[src/design/rbh_map.vh]
// register offsets, field positions, reset values and timing counts
`ifndef RBH_MAP_VH
`define RBH_MAP_VH
`define RBH_ADR_STAT0 4'h0
`define RBH_ADR_STAT1 4'h1
`define RBH_ADR_SYSTEM_ERROR_WORD 4'h2
`define RBH_ADR_IRQ_STAT 4'h3
`define RBH_ADR_IRQ_MASK 4'h4
`define RBH_ADR_CTRL 4'h5
`define RBH_ADR_DATA0 4'h8
`define RBH_ADR_DATA1 4'hC
`define RBH_CNT_LO 3
`define RBH_ERR_LO 4
`define RBH_SFRM_BIT 6
`define RBH_EFRM_BIT 7
`define RBH_SYSTEM_ERROR_WORD_RX_BIT 0
`define RBH_IRQ_FULL_BIT 0
`define RBH_IRQ_ERR_BIT 1
`define RBH_CTRL_HDLC_BIT 0
`define RBH_CTRL_FSK_BIT 1
`define RBH_CTRL_RATE_LO 2
`define RBH_STAT_RST 8'h00
`define RBH_MASK_RST 2'h0
`define RBH_CTRL_RST 4'h0
`define RBH_CLK_HZ 200000000
`define RBH_BAUD_1200 1200
`define RBH_BAUD_300 300
`define RBH_BAUD_75 75
`define RBH_DIV_1200 (`RBH_CLK_HZ / `RBH_BAUD_1200)
`define RBH_DIV_300 (`RBH_CLK_HZ / `RBH_BAUD_300)
`define RBH_DIV_75 (`RBH_CLK_HZ / `RBH_BAUD_75)
`define RBH_BUF_BYTES 8
`endif

[src/design/rbh_rx_buffer.v]
// receive buffer pair with status handshake and wishbone slave
`timescale 1ns/1ps
`include "rbh_map.vh"

// What this block does
// - device sets status, host alone clears it
// - improper host clear flags receive error bit
// - zero status means buffer free for filling
// - fsk mode samples one bit per baud
// - bits 3:0 hold valid byte count 1-8
// - synchronous mode reports byte count only
// - hdlc mode adds error code, start, end marks
// - on buffer full write status, raise interrupt
// - freeness checked just before filling starts
module rbh_rx_buffer #(
    parameter DIV_1200 = `RBH_DIV_1200,
    parameter DIV_300 = `RBH_DIV_300,
    parameter DIV_75 = `RBH_DIV_75
) (
    input wire i_clk,
    input wire i_rst_n,
    input wire i_wb_cyc,
    input wire i_wb_stb,
    input wire i_wb_we,
    input wire [3:0] i_wb_adr,
    input wire [3:0] i_wb_sel,
    input wire [31:0] i_wb_dat,
    output reg [31:0] o_wb_dat,
    output reg o_wb_ack,
    input wire i_rx_valid,
    input wire [7:0] i_rx_byte,
    input wire i_rx_bit,
    input wire i_rx_frame_start,
    input wire i_rx_frame_end,
    input wire [1:0] i_rx_err,
    output reg o_rx_ready,
    output reg o_irq
);

    // ********************************
    // registers
    // ********************************
    reg [7:0] stat_reg [0:1];
    reg [7:0] mem_reg [0:15];
    reg sys_err_reg;
    reg [1:0] irq_stat_reg;
    reg [1:0] irq_mask_reg;
    reg [3:0] ctrl_reg;
    reg fill_sel_reg;
    reg filling_reg;
    reg [3:0] cnt_reg;
    reg sfrm_reg;
    reg [31:0] baud_reg;
    reg [2:0] bitpos_reg;
    reg [7:0] shift_reg;
    reg host_sel_reg;

    wire hdlc = ctrl_reg[`RBH_CTRL_HDLC_BIT];
    wire fsk = ctrl_reg[`RBH_CTRL_FSK_BIT];
    wire [1:0] rate = ctrl_reg[`RBH_CTRL_RATE_LO+1:`RBH_CTRL_RATE_LO];
    wire wb_req = i_wb_cyc & i_wb_stb & ~o_wb_ack;
    wire wb_wr = wb_req & i_wb_we & i_wb_sel[0];

    // ********************************
    // fsk bit sampler
    // ********************************
    reg [31:0] baud_div;
    always @* begin
        case (rate)
            2'h0: baud_div = DIV_1200;
            2'h1: baud_div = DIV_300;
            default: baud_div = DIV_75;
        endcase
    end

    wire baud_tick = (baud_reg >= baud_div - 32'h1);
    reg fsk_byte_valid;
    reg [7:0] fsk_byte;
    always @* begin
        fsk_byte_valid = fsk & baud_tick & (bitpos_reg == 3'h7);
        fsk_byte = {i_rx_bit, shift_reg[7:1]};
    end

    always @(posedge i_clk or negedge i_rst_n) begin
        if (!i_rst_n) begin
            baud_reg <= 32'h0;
            bitpos_reg <= 3'h0;
            shift_reg <= 8'h00;
        end else if (!fsk) begin
            baud_reg <= 32'h0;
            bitpos_reg <= 3'h0;
        end else if (baud_tick) begin
            baud_reg <= 32'h0;
            shift_reg <= {i_rx_bit, shift_reg[7:1]};
            bitpos_reg <= bitpos_reg + 3'h1;
        end else begin
            baud_reg <= baud_reg + 32'h1;
        end
    end

    // ********************************
    // receive input select
    // ********************************
    wire in_valid = fsk ? fsk_byte_valid : i_rx_valid;
    wire [7:0] in_byte = fsk ? fsk_byte : i_rx_byte;

    // ********************************
    // deframer side fill
    // ********************************
    wire cur_free = (stat_reg[fill_sel_reg] == `RBH_STAT_RST);
    wire other_free = (stat_reg[~fill_sel_reg] == `RBH_STAT_RST);
    wire can_take = filling_reg | cur_free;
    wire take_now = in_valid & can_take;
    wire last_byte = (cnt_reg == 4'h7);
    wire frame_close = hdlc & (i_rx_frame_end | (i_rx_err != 2'h0));
    wire close_now = take_now & (last_byte | frame_close);
    wire [3:0] cnt_inc = cnt_reg + 4'h1;
    wire [3:0] wr_idx = {fill_sel_reg, cnt_reg[2:0]};

    // ********************************
    // status word build
    // ********************************
    reg [7:0] new_stat;
    always @* begin
        new_stat = `RBH_STAT_RST;
        new_stat[`RBH_CNT_LO:0] = cnt_inc;
        if (hdlc) begin
            new_stat[`RBH_ERR_LO+1:`RBH_ERR_LO] = i_rx_err;
            new_stat[`RBH_SFRM_BIT] = sfrm_reg | (~filling_reg & i_rx_frame_start);
            new_stat[`RBH_EFRM_BIT] = i_rx_frame_end;
        end else begin
            new_stat[7:4] = 4'h0;
        end
    end

    // ********************************
    // register write decode
    // ********************************
    wire w_stat0 = wb_wr & (i_wb_adr == `RBH_ADR_STAT0);
    wire w_stat1 = wb_wr & (i_wb_adr == `RBH_ADR_STAT1);
    wire w_system_error_word = wb_wr & (i_wb_adr == `RBH_ADR_SYSTEM_ERROR_WORD);
    wire w_istat = wb_wr & (i_wb_adr == `RBH_ADR_IRQ_STAT);
    wire w_imask = wb_wr & (i_wb_adr == `RBH_ADR_IRQ_MASK);
    wire w_ctrl = wb_wr & (i_wb_adr == `RBH_ADR_CTRL);

    // ********************************
    // host release check
    // ********************************
    wire clr_any = w_stat0 | w_stat1;
    wire clr_idx = w_stat1;
    wire clr_nonzero = (i_wb_dat[7:0] != 8'h00);
    wire clr_empty = (stat_reg[clr_idx] == `RBH_STAT_RST);
    wire clr_order = (clr_idx != host_sel_reg);
    // improper: nonzero value, empty buffer, or out of order
    wire bad_clr = clr_any & (clr_nonzero | clr_empty | clr_order);
    wire good_clr = clr_any & ~bad_clr;

    // ********************************
    // status words
    // ********************************
    wire [15:0] stat_next;
    genvar g;
    generate
        for (g = 0; g < 2; g = g + 1) begin : g_stat
            wire set_g = close_now & (fill_sel_reg == g);
            wire clr_g = good_clr & (clr_idx == g);
            assign stat_next[8*g+7:8*g] = set_g ? new_stat :
                (clr_g ? `RBH_STAT_RST : stat_reg[g]);
        end
    endgenerate

    always @(posedge i_clk or negedge i_rst_n) begin
        if (!i_rst_n) begin
            stat_reg[0] <= `RBH_STAT_RST;
            stat_reg[1] <= `RBH_STAT_RST;
        end else begin
            stat_reg[0] <= stat_next[7:0];
            stat_reg[1] <= stat_next[15:8];
        end
    end

    // ********************************
    // buffer memory
    // ********************************
    always @(posedge i_clk) begin
        if (take_now) begin
            mem_reg[wr_idx] <= in_byte;
        end
    end

    // ********************************
    // fill control
    // ********************************
    always @(posedge i_clk or negedge i_rst_n) begin
        if (!i_rst_n) begin
            fill_sel_reg <= 1'b0;
            filling_reg <= 1'b0;
            cnt_reg <= 4'h0;
            sfrm_reg <= 1'b0;
        end else if (close_now) begin
            fill_sel_reg <= ~fill_sel_reg;
            filling_reg <= 1'b0;
            cnt_reg <= 4'h0;
            sfrm_reg <= 1'b0;
        end else if (take_now) begin
            filling_reg <= 1'b1;
            cnt_reg <= cnt_inc;
            if (!filling_reg) begin
                sfrm_reg <= i_rx_frame_start;
            end
        end
    end

    // ********************************
    // host release order
    // ********************************
    always @(posedge i_clk or negedge i_rst_n) begin
        if (!i_rst_n) begin
            host_sel_reg <= 1'b0;
        end else if (good_clr) begin
            host_sel_reg <= ~host_sel_reg;
        end
    end

    // ********************************
    // ready output
    // ********************************
    // follows the buffer the next byte lands in
    always @(posedge i_clk or negedge i_rst_n) begin
        if (!i_rst_n) begin
            o_rx_ready <= 1'b0;
        end else if (close_now) begin
            o_rx_ready <= other_free;
        end else begin
            o_rx_ready <= cur_free | filling_reg;
        end
    end

    // ********************************
    // system error word
    // ********************************
    wire system_error_word_clr = w_system_error_word & i_wb_dat[`RBH_SYSTEM_ERROR_WORD_RX_BIT];
    always @(posedge i_clk or negedge i_rst_n) begin
        if (!i_rst_n) begin
            sys_err_reg <= 1'b0;
        end else if (bad_clr) begin
            sys_err_reg <= 1'b1;
        end else if (system_error_word_clr) begin
            sys_err_reg <= 1'b0;
        end
    end

    // ********************************
    // interrupt status, mask, output
    // ********************************
    wire [1:0] irq_set = {bad_clr, close_now};
    wire [1:0] irq_clr = {2{w_istat}} & i_wb_dat[1:0];
    wire [1:0] irq_next;
    generate
        for (g = 0; g < 2; g = g + 1) begin : g_irq
            assign irq_next[g] = irq_set[g] | (irq_stat_reg[g] & ~irq_clr[g]);
        end
    endgenerate

    always @(posedge i_clk or negedge i_rst_n) begin
        if (!i_rst_n) begin
            irq_stat_reg <= 2'h0;
        end else begin
            irq_stat_reg <= irq_next;
        end
    end

    always @(posedge i_clk or negedge i_rst_n) begin
        if (!i_rst_n) begin
            irq_mask_reg <= `RBH_MASK_RST;
        end else if (w_imask) begin
            irq_mask_reg <= i_wb_dat[1:0];
        end
    end

    always @(posedge i_clk or negedge i_rst_n) begin
        if (!i_rst_n) begin
            o_irq <= 1'b0;
        end else begin
            o_irq <= |(irq_stat_reg & irq_mask_reg);
        end
    end

    // ********************************
    // control word
    // ********************************
    always @(posedge i_clk or negedge i_rst_n) begin
        if (!i_rst_n) begin
            ctrl_reg <= `RBH_CTRL_RST;
        end else if (w_ctrl) begin
            ctrl_reg <= i_wb_dat[3:0];
        end
    end

    // ********************************
    // wishbone read and ack
    // ********************************
    wire [3:0] rd_lo_idx = {i_wb_adr[2], i_wb_adr[1:0], 1'b0};
    wire [3:0] rd_hi_idx = {i_wb_adr[2], i_wb_adr[1:0], 1'b1};
    reg [31:0] rd_data;
    always @* begin
        rd_data = 32'h0;
        case (i_wb_adr)
            `RBH_ADR_STAT0: rd_data = {24'h0, stat_reg[0]};
            `RBH_ADR_STAT1: rd_data = {24'h0, stat_reg[1]};
            `RBH_ADR_SYSTEM_ERROR_WORD: rd_data = {31'h0, sys_err_reg};
            `RBH_ADR_IRQ_STAT: rd_data = {30'h0, irq_stat_reg};
            `RBH_ADR_IRQ_MASK: rd_data = {30'h0, irq_mask_reg};
            `RBH_ADR_CTRL: rd_data = {28'h0, ctrl_reg};
            4'h8: rd_data = {16'h0, mem_reg[rd_hi_idx], mem_reg[rd_lo_idx]};
            4'h9: rd_data = {16'h0, mem_reg[rd_hi_idx], mem_reg[rd_lo_idx]};
            4'hA: rd_data = {16'h0, mem_reg[rd_hi_idx], mem_reg[rd_lo_idx]};
            4'hB: rd_data = {16'h0, mem_reg[rd_hi_idx], mem_reg[rd_lo_idx]};
            4'hC: rd_data = {16'h0, mem_reg[rd_hi_idx], mem_reg[rd_lo_idx]};
            4'hD: rd_data = {16'h0, mem_reg[rd_hi_idx], mem_reg[rd_lo_idx]};
            4'hE: rd_data = {16'h0, mem_reg[rd_hi_idx], mem_reg[rd_lo_idx]};
            4'hF: rd_data = {16'h0, mem_reg[rd_hi_idx], mem_reg[rd_lo_idx]};
            default: rd_data = 32'h0;
        endcase
    end

    always @(posedge i_clk or negedge i_rst_n) begin
        if (!i_rst_n) begin
            o_wb_ack <= 1'b0;
        end else begin
            o_wb_ack <= wb_req;
        end
    end

    always @(posedge i_clk or negedge i_rst_n) begin
        if (!i_rst_n) begin
            o_wb_dat <= 32'h0;
        end else begin
            o_wb_dat <= wb_req ? rd_data : 32'h0;
        end
    end

endmodule

[config.mk]
export PLATFORM = sky130hd
export DESIGN_NAME = rbh_rx_buffer
export DESIGN_NICKNAME = d
export VERILOG_FILES = /design/src/design/rbh_rx_buffer.v
export VERILOG_INCLUDE_DIRS = /design/src /design/src/design
export SDC_FILE = /design/constraint.sdc
export NUM_CORES = 1
export LEC_CHECK = 0
export BUFFER_PORTS_ARGS = -buffer_cell sky130_fd_sc_hd__buf_2
export CAP_MARGIN = 10
export CORE_ASPECT_RATIO = 0.6
export CORE_UTILIZATION = 60
export CTS_BUF_LIST = sky130_fd_sc_hd__clkbuf_8
export CTS_CLUSTER_SIZE = 14
export DETAILED_ROUTE_END_ITERATION = 10
export PLACE_DENSITY = 0.81
export SYNTH_ARGS = -nofsm -noshare
export SYNTH_HDL_FRONTEND = slang
export SYNTH_SLANG_ARGS = --single-unit
[constraint.sdc]
create_clock -name i_clk -period 3.34 [get_ports i_clk]
set_input_delay 0.167 -clock i_clk [delete_from_list [all_inputs] [get_ports i_clk]]
set_output_delay 0.167 -clock i_clk [all_outputs]
set_load 0.03 [all_outputs]
==> flow_summary_export.csv, run 1 <==
group,metric,value,unit
cells_and_area,antenna_cells,0,
timing,worstMarginPinSlew,981,ps
grt,grt_max_degree,69,
yosys,synth-seq-cells,222,
placement,dp_hpwl,13700,um
yosys,synth_cells,667,
placement,gp_congestion,0.911,
grt,grt_pass1_wl,31900,um
timing,slew_viol_final,0,
timing,fin_skew,17.0,ps
timing,post-route-min-period,3130,ps
yosys,synth_ff_type,"edfxtp_1",
timing,rsz0062_at_grt,"no",
timing,fmax,0.320,GHz
route,detail_route.iter0.violations,521,
grt,grt.overflow.total,0,
yosys,synth_top_area_frac,0.390,
die,row_count,35,
yosys,yosys-top-cells-count,"edfxtp_1 (128), dfrtp_1 (94), nor2_1 (55), nand2_1 (51), mux4_2 (33)",
critical_path,max_stage_delay,420,ps
cells_and_area,final_nets,839,
min_path,hold_class,"input port to flip-flop",
critical_path,crit_buf_inv,2,
placement,port_buffers,50,
yosys,ys_types,64,
cells_and_area,area_growth,12.7,%
timing,fin_crit_sh,0.936,
cts,cts-root-buf,"clkbuf_8",
grt,grt_pass1_vias,5920,
yosys,ys_seq_area_frac,0.628,
route,drt_first_pass_iters,7,
cells_and_area,layout-drive-gt1-share,0.271,
power_and_ir_drop,powerDensity,600,nW/um^2
die,fp.coreArea,15700,um^2
die,initial_utilization,0.629,
outcome,status,"completed",
flow_run,drv_cap,0,
timing,relSlewSlack,0.346,
cts,clk_pin_slew,70,ps
timing,final-setup-viol-count,0,
route,ant_nets,0,
yosys,yosysWarnings,0,
critical_path,cpLargestDelayFamily,"simple AND/OR/NAND/NOR gates",
die,ios,94,
critical_path,start_kind,"flip-flop",
power_and_ir_drop,power_leakage,4.50,nW
yosys,ys_async_sr_fraction,0.423,
yosys,syn_area,9860,um^2
yosys,synth_most_common_cell,"edfxtp_1",
cells_and_area,largest_reg_flops,128,
die,dieArea,17000,um^2
route,routed_wl,20100,um
route,viasPerCell,5.94,
grt,antenna_found_initial,0,
critical_path,crit_type,"flip-flop to flip-flop",
route,drc,0,
cts,clock_latency,550,ps
yosys,synth_edf_count,128,
yosys,synth.area.top_cells,"edfxtp_1 (39%), dfrtp_1 (24%), mux4_2 (7.5%), mux2i_1 (3.2%), mux2_2 (2.9%)",
critical_path,arrival,3400,ps
cells_and_area,utilization,0.709,
route,wire_per_inst,20.3,um
cts,cts_tree,"yes",
cts,htreeDepth,1,
critical_path,cp_max_fo,19,
critical_path,endpoint_kind,"flip-flop",
yosys,synth_top_cell_by_area,"edfxtp_1",
critical_path,crit_slowest_cell,"dfrtp_1",
timing,hold_violations,0,
die,die_x,168,um
cts,cts_made_buffers,31,
die,die_h,101,um
grt,track_usage,0.248,
critical_path,crit_path_cell_trace,"or2_2, inv_1, buf_4, ha_1, a211o_1, a21oi_1, a2111oi_4, o311ai_2, nand2_2, and3_2",
timing,final.setup.tns,0,ps
cts,clock_sinks,222,
power_and_ir_drop,ir_drop,0.353,mV
cts,post-cts-setup-buffers,0,
route,vias,5871,
critical_path,cp.required,3610,ps
yosys,avgSynthCellArea,14.8,um^2
cts,clk_path_buf_depth,3,
[final timing paths]
| check | start | end | slack (ps) | cells after the start |
|---|---|---|---|---|
| worst max-delay path | ctrl_reg[3] | mem_reg[9][2] | 210 | 10 |
| worst min-delay path | i_rx_frame_start | sfrm_reg | 70 | 3 |
| worst max register to register | ctrl_reg[3] | mem_reg[9][2] | 210 | 10 |
| worst min register to register | sys_err_reg | sys_err_reg | 500 | 1 |
| max in group asynchronous | i_rst_n | stat_reg[11] | 2300 | 3 |
| min in group asynchronous | i_rst_n | shift_reg[7] | 280 | 2 |
[through the flow]
step                power, mW  area [um^2]  setup WS [ps]  cells  hold WS (ps)
CTS                      6.69        11100           25.0    988          31.4
detailed placement       4.60        10300           46.8    918           329
global placement         4.53        10300            175    918           322
global route             6.96        11100           47.6    988          65.8
floorplan                4.23         9950            265    691          -129
finish                   6.67        11100            214    988          71.8
[worst reg2reg max path: cells and delay by family (launching register included)]
kind,cells,cell delay (ps)
buf+inv,2,210
simple gates,3,1000
fa+ha+maj,1,230
compound gates,4,990
flops,1,420
[where the power goes]
part / switching [mW] / internal [mW] / leakage [nW]
Clock: 0.982 / 1.10 / 0.365
Sequential: 0.195 / 3.23 / 2.40
Combinational: 0.681 / 0.480 / 1.73
[kinds of logic after synthesis]
family                     share of synthesized area
AOI/OAI and AO/OA                             0.0473
adders and majority gates                     0.0252
muxes                                          0.150
xor gates and xnor gates                      0.0213
buffers and inverters                         0.0310
DFF                                            0.628
other                                       0.000380
and+or+nand+nor                               0.0964
[final cells by class]
class | instances | area (um^2)
Clock buffer | 38 | 523
Inverter | 14 | 52.6
Sequential cell | 222 | 6200
Timing Repair Buffer | 80 | 510
Tap cell | 203 | 254
Fill cell | 1022 | 4560
Clock inverter | 19 | 106
Multi-Input combinational cell | 412 | 3470
[repair_timing]
item                       4_1_cts  5_1_grt
setup endpoints to repair        0      136
hold buffers                    13        0
hold endpoints to repair        85        0
resized for setup                0       17
[cells in the final DEF (no fill, tap or decap), drive strengths merged, types with 8 or more instances in the layout]
master and instances:
and3 21, mux4 33, nor4 9, mux2 34
nand3 10, dlygate4sd3 13, edfxtp 128, nor2 55
buf 67, mux2i 32, xnor2 8, inv 25
clkbuf 38, conb 25, dfrtp 94, ha 19
xor2 16, nand4 10, nand2 52, a21oi 10
[routing by layer]
metal,wire [um],GRT usage,vias to the layer above
met4,254,0.0536,0
li1,-,-,2650
met2,8650,0.372,229
met1,9460,0.372,2966
met5,0,0,-
met3,1720,0.0633,26
Power figures use the tool's default switching activity.
==> run 2, diff against run 1 <==
Settings changed: CORE_UTILIZATION 60 to 59, CTS_BUF_LIST sky130_fd_sc_hd__clkbuf_8 to default, PLACE_DENSITY 0.81 to 0.8.
==> run 2 against run 1 <==
  * Sequential power about the same
  * Critical path type unchanged
  * Worst hold slack got worse by 39 ps
  * Routed wire length decreased by 1.0%
  * First-iteration DRC count increased by 3.8%
  * Clock power increased by 8%
  * Worst setup slack got worse by 110 ps
  * Final cell count decreased by 0.10%
  * Sequential share of layout area increased by 0.063 points
  * Count of clock-buffer cells in the layout decreased by 10
  * Die area increased by 1.7%
  * Flip-flop and latch count unchanged
==> flow_summary_export.csv, run 2 (synthesis gave the netlist of run 1 again) <==
group,metric,value,unit
cells_and_area,final_nets,824,
grt,gr-usage-met3,0.0492,
cells_and_area,layout.cells.most_common_list,"edfxtp_1 (128), dfrtp_1 (94), nor2_1 (55)",
critical_path,arrival,3420,ps
flow_run,drv_cap,0,
grt,antenna_found_initial,0,
grt,grt_pass1_vias,5762,
cells_and_area,antenna_cells,0,
timing,hold_violations,0,
grt,grt_max_degree,40,
cells_and_area,final_cell_area,11100,um^2
die,die_h,102,um
cells_and_area,instances_no_fill,987,
route,vias,5769,
critical_path,cp_max_fo,19,
route,detail_route.iter0.violations,541,
die,fp.coreArea,16300,um^2
timing,post-route-min-period,3240,ps
placement,port_buffers,50,
grt,track_usage,0.241,
critical_path,endpoint_kind,"flip-flop",
cts,clock_sinks,222,
critical_path,cp.required,3520,ps
route,drt_first_pass_iters,6,
route,viasPerCell,5.84,
cells_and_area,area_growth,12.6,%
placement,dp.cells,942,
route,wire_per_inst,20.1,um
timing,fin_skew,11.2,ps
placement,dp_hpwl,13700,um
die,row_count,36,
critical_path,crit_type,"flip-flop to flip-flop",
critical_path,start_kind,"flip-flop",
timing,final-setup-viol-count,0,
timing,fin_crit_sh,0.970,
timing,slew_viol_final,0,
cts,htreeDepth,1,
cts,cts_tree,"yes",
cts,cts_made_buffers,21,
route,routed_wl,19900,um
route,drc,0,
die,die_x,169,um
cts,clock_latency,490,ps
grt,grt_pass1_wl,31100,um
route,ant_nets,0,
placement,placedInstanceArea,10400,um^2
grt,grt.overflow.total,0,
grt,use_met1,0.363,
grt,met2_usage,0.366,
power_and_ir_drop,power_leakage,4.42,nW
timing,relSlewSlack,0.394,
timing,fmax,0.309,GHz
die,dieArea,17300,um^2
min_path,hold_class,"input port to flip-flop",
cts,post-cts-setup-buffers,0,
outcome,status,"completed",
power_and_ir_drop,powerDensity,614,nW/um^2
die,initial_utilization,0.605,
cells_and_area,largest_reg_flops,128,
cts,clk_pin_slew,60,ps
cells_and_area,layout-drive-gt1-share,0.250,
die,ios,94,
cells_and_area,fillerInstances,1083,
cts,clk_path_buf_depth,3,
grt,top_usage_layer,"met2",
timing,worstMarginPinSlew,909,ps
cts,cts-root-buf,"clkbuf_16",
cells_and_area,mostFrequentLayoutCell,"edfxtp_1",
power_and_ir_drop,ir_drop,0.370,mV
power_and_ir_drop,total_power,6.82,mW
placement,gp_congestion,0.879,
-- run 2: area by class of cell --
type / count / area (um^2) / area share
Timing Repair Buffer: 75 / 463 / 0.0417
Clock inverter: 8 / 86.3 / 0.00777
Tap cell: 228 / 285 / 0.0257
Inverter: 14 / 52.6 / 0.00473
Clock buffer: 28 / 552 / 0.0497
Multi-Input combinational cell: 412 / 3470 / 0.312
Sequential cell: 222 / 6200 / 0.558
-- run 2: per-layer routing --
metal / part of all wire / vias up / wire length, um
met5: 0 / - / 0
met4: 0.016 / 0 / 322
met3: 0.075 / 27 / 1480
met2: 0.45 / 200 / 8870
met1: 0.46 / 2928 / 9200
li1: - / 2614 / -
-- run 2: final timing paths --
| path | depth (start not counted) | endpoint | from | slack (ps) |
|---|---|---|---|---|
| worst min-delay path | 2 | irq_mask_reg[1] | i_wb_dat[1] | 30 |
| worst max-delay path | 10 | mem_reg[9][5] | ctrl_reg[3] | 100 |
| worst max register to register | 10 | mem_reg[9][5] | ctrl_reg[3] | 100 |
| min in group asynchronous | 2 | baud_reg[28] | i_rst_n | 150 |
| max in group asynchronous | 3 | o_wb_dat[2] | i_rst_n | 2340 |
| worst min register to register | 1 | sys_err_reg | sys_err_reg | 500 |
-- run 2: per-stage QoR --
stage                     setup slack (ps)  setup TNS [ps]  hold slack [ps]  utilization
after floorplan                        265               0             -129            -
after global placement                 184               0              125        0.635
after detailed placement               130               0              128        0.635
after CTS                             82.1               0             30.9        0.680
after global routing                 -2.43           -13.5             41.7        0.681
final                                  101               0             32.4        0.681
-- run 2: report_power, final --
group	leakage, nW	switching [mW]	internal, mW
logic	1.71	0.677	0.472
registers	2.40	0.191	3.23
clock network	0.308	0.943	1.31
-- run 2: what timing repair did --
action / CTS / global route
hold buffers: 9 / 0
endpoints found under the setup margin: 0 / 92
endpoints found under the hold margin: 38 / 0
gates resized for setup: 0 / 13
-- run 2: worst max-delay path, stage by stage, from the launching register on --
cell and delay, ps:
dfrtp_1 430, or2_2 350, inv_1 110, buf_4 140, ha_1 230, a211o_1 260, a21oi_1 240, a2111oi_4 150
o311ai_2 330, nand2_2 270, and3_1 420
==> run 3, diff against run 2 <==
Settings changed: CORE_ASPECT_RATIO 0.6 to 0.5.
==> run 3 against run 2 <==
  * Worst setup slack better by 97 ps
  * Count of clock-buffer cells in the layout is 3 higher
  * Design area shrank 0.66%
  * Via count is 0.50% lower
  * Final cell count decreased by 1.1%
  * First-iteration DRC count fell by 16%
  * Sequential share of layout area increased by 0.37 points
  * Clock skew grew 8.4 ps
  * Critical path depth fell by 1
  * Routed wire length decreased by 1.2%
  * Global-route usage grew 0.25 points
  * Clock power fell by 5%
  * Critical path type unchanged
  * Largest cell class unchanged
  * Largest power group unchanged
==> flow_summary_export.csv, run 3 (synthesis gave the netlist of run 1 again) <==
group,metric,value,unit
cts,clock_latency,510,ps
min_path,hold_class,"input port to flip-flop",
timing,fmax,0.318,GHz
cells_and_area,area_growth,11.8,%
route,detail_route.iter0.violations,457,
placement,gp_congestion,0.804,
cells_and_area,final_nets,819,
critical_path,start_kind,"flip-flop",
grt,antenna_found_initial,0,
cells_and_area,layout.cells.most_common_list,"edfxtp_1 (128), dfrtp_1 (94), nor2_1 (55)",
cts,htreeDepth,1,
timing,fin_skew,19.5,ps
power_and_ir_drop,powerDensity,608,nW/um^2
die,initial_utilization,0.622,
placement,port_buffers,50,
timing,post-route-min-period,3140,ps
timing,final.setup.tns,0,ps
cts,cts-root-buf,"clkbuf_16",
timing,relSlewSlack,0.336,
critical_path,cp_max_fo,19,
route,drc,0,
die,die_h,93.4,um
route,viasPerCell,5.88,
critical_path,cp.required,3560,ps
outcome,status,"completed",
power_and_ir_drop,ir_drop,0.392,mV
timing,holdWs,9.25,ps
timing,final-setup-viol-count,0,
placement,dp_hpwl,13000,um
timing,rsz0062_at_grt,"no",
route,routed_wl,19600,um
route,vias,5740,
grt,grt_pass1_wl,31700,um
critical_path,reg2regPathDepth,9,
critical_path,endpoint_kind,"flip-flop",
die,ios,94,
cts,cts_made_buffers,20,
die,die_x,185,um
route,drt_first_pass_iters,5,
cells_and_area,largest_reg_flops,128,
route,ant_nets,0,
timing,fin_crit_sh,0.941,
cts,cts_tree,"yes",
timing,hold_violations,0,
critical_path,crit_type,"flip-flop to flip-flop",
die,row_count,32,
flow_run,drv_cap,0,
grt,grt_pass1_vias,5837,
die,fp.coreArea,15900,um^2
min_path,min_path_cells,2,
die,dieArea,17300,um^2
cts,clk_path_buf_depth,3,
route,wire_per_inst,20.1,um
cells_and_area,layout-drive-gt1-share,0.229,
cts,post-cts-setup-buffers,0,
grt,track_usage,0.244,
cells_and_area,utilization,0.696,
grt,grt_max_degree,80,
cts,clk_pin_slew,60,ps
cells_and_area,mostFrequentLayoutCell,"edfxtp_1",
timing,worstMarginPinSlew,996,ps
cells_and_area,antenna_cells,0,
grt,grt.overflow.total,0,
power_and_ir_drop,power_leakage,4.39,nW
critical_path,arrival,3360,ps
cts,clock_sinks,222,
timing,slew_viol_final,0,
-- run 3: cell types whose count changed in the layout (fill, tap and decap cells not counted), sizes merged --
cell / previous run / this run
buf: 66 / 62
bufinv: 2 / 0
clkinvlp: 1 / 0
clkbuf: 28 / 31
-- run 3: path summary, 6_finish.rpt --
check,from,endpoint,slack [ps]
worst max-delay path,ctrl_reg[3],mem_reg[11][4],200
worst min-delay path,i_wb_cyc,o_wb_ack,9
worst max register to register,ctrl_reg[3],mem_reg[11][4],200
worst min register to register,baud_reg[0],baud_reg[0],510
max in group asynchronous,i_rst_n,o_wb_dat[0],2140
min in group asynchronous,i_rst_n,baud_reg[19],380
-- run 3: area by class of cell --
class                           instances  area, um^2
Sequential cell                       222        6200
Fill cell                            1029        4820
Multi-Input combinational cell        412        3460
Clock buffer                           31         552
Timing Repair Buffer                   71         445
Tap cell                              221         277
Inverter                               14        52.6
Clock inverter                          5        46.3
-- run 3: metal layers --
metal  track usage  routed length [um]  up-vias
li1              -                   -     2607
met3        0.0487                1180       42
met5             0                   0        -
met1         0.341                8560     2891
met2         0.397                9460      200
met4        0.0634                 437        0
-- run 3: metrics by stage --
step	power, mW	area (um^2)	setup slack [ps]	std cells
6_report	6.70	11000	198	976
5_1_grt	6.99	11000	0.945	976
4_1_cts	6.71	11000	41.0	976
3_5_place_dp	4.59	10300	58.8	931
3_3_place_gp	4.54	10300	135	931
2_1_floorplan	4.23	9950	265	691
-- run 3: report_power, final --
part           switching [mW]  total [mW]  internal (mW)
logic                   0.685        1.14          0.459
registers               0.199        3.43           3.23
clock network           0.977        2.13           1.15
-- run 3: worst max-delay path: stages (launching register included) --
cell,delay (ps)
dfrtp_1,420
or2_2,340
inv_1,120
ha_1,260
a211o_1,270
a211oi_2,230
o311ai_2,210
o311ai_2,410
nand2_4,210
and3_1,380
-- run 3: timing repair --
| action | CTS | global route |
|---|---|---|
| resized for setup | 0 | 4 |
| hold endpoints to repair | 93 | 0 |
| hold buffers | 9 | 0 |
| endpoints found under the setup margin | 0 | 136 |
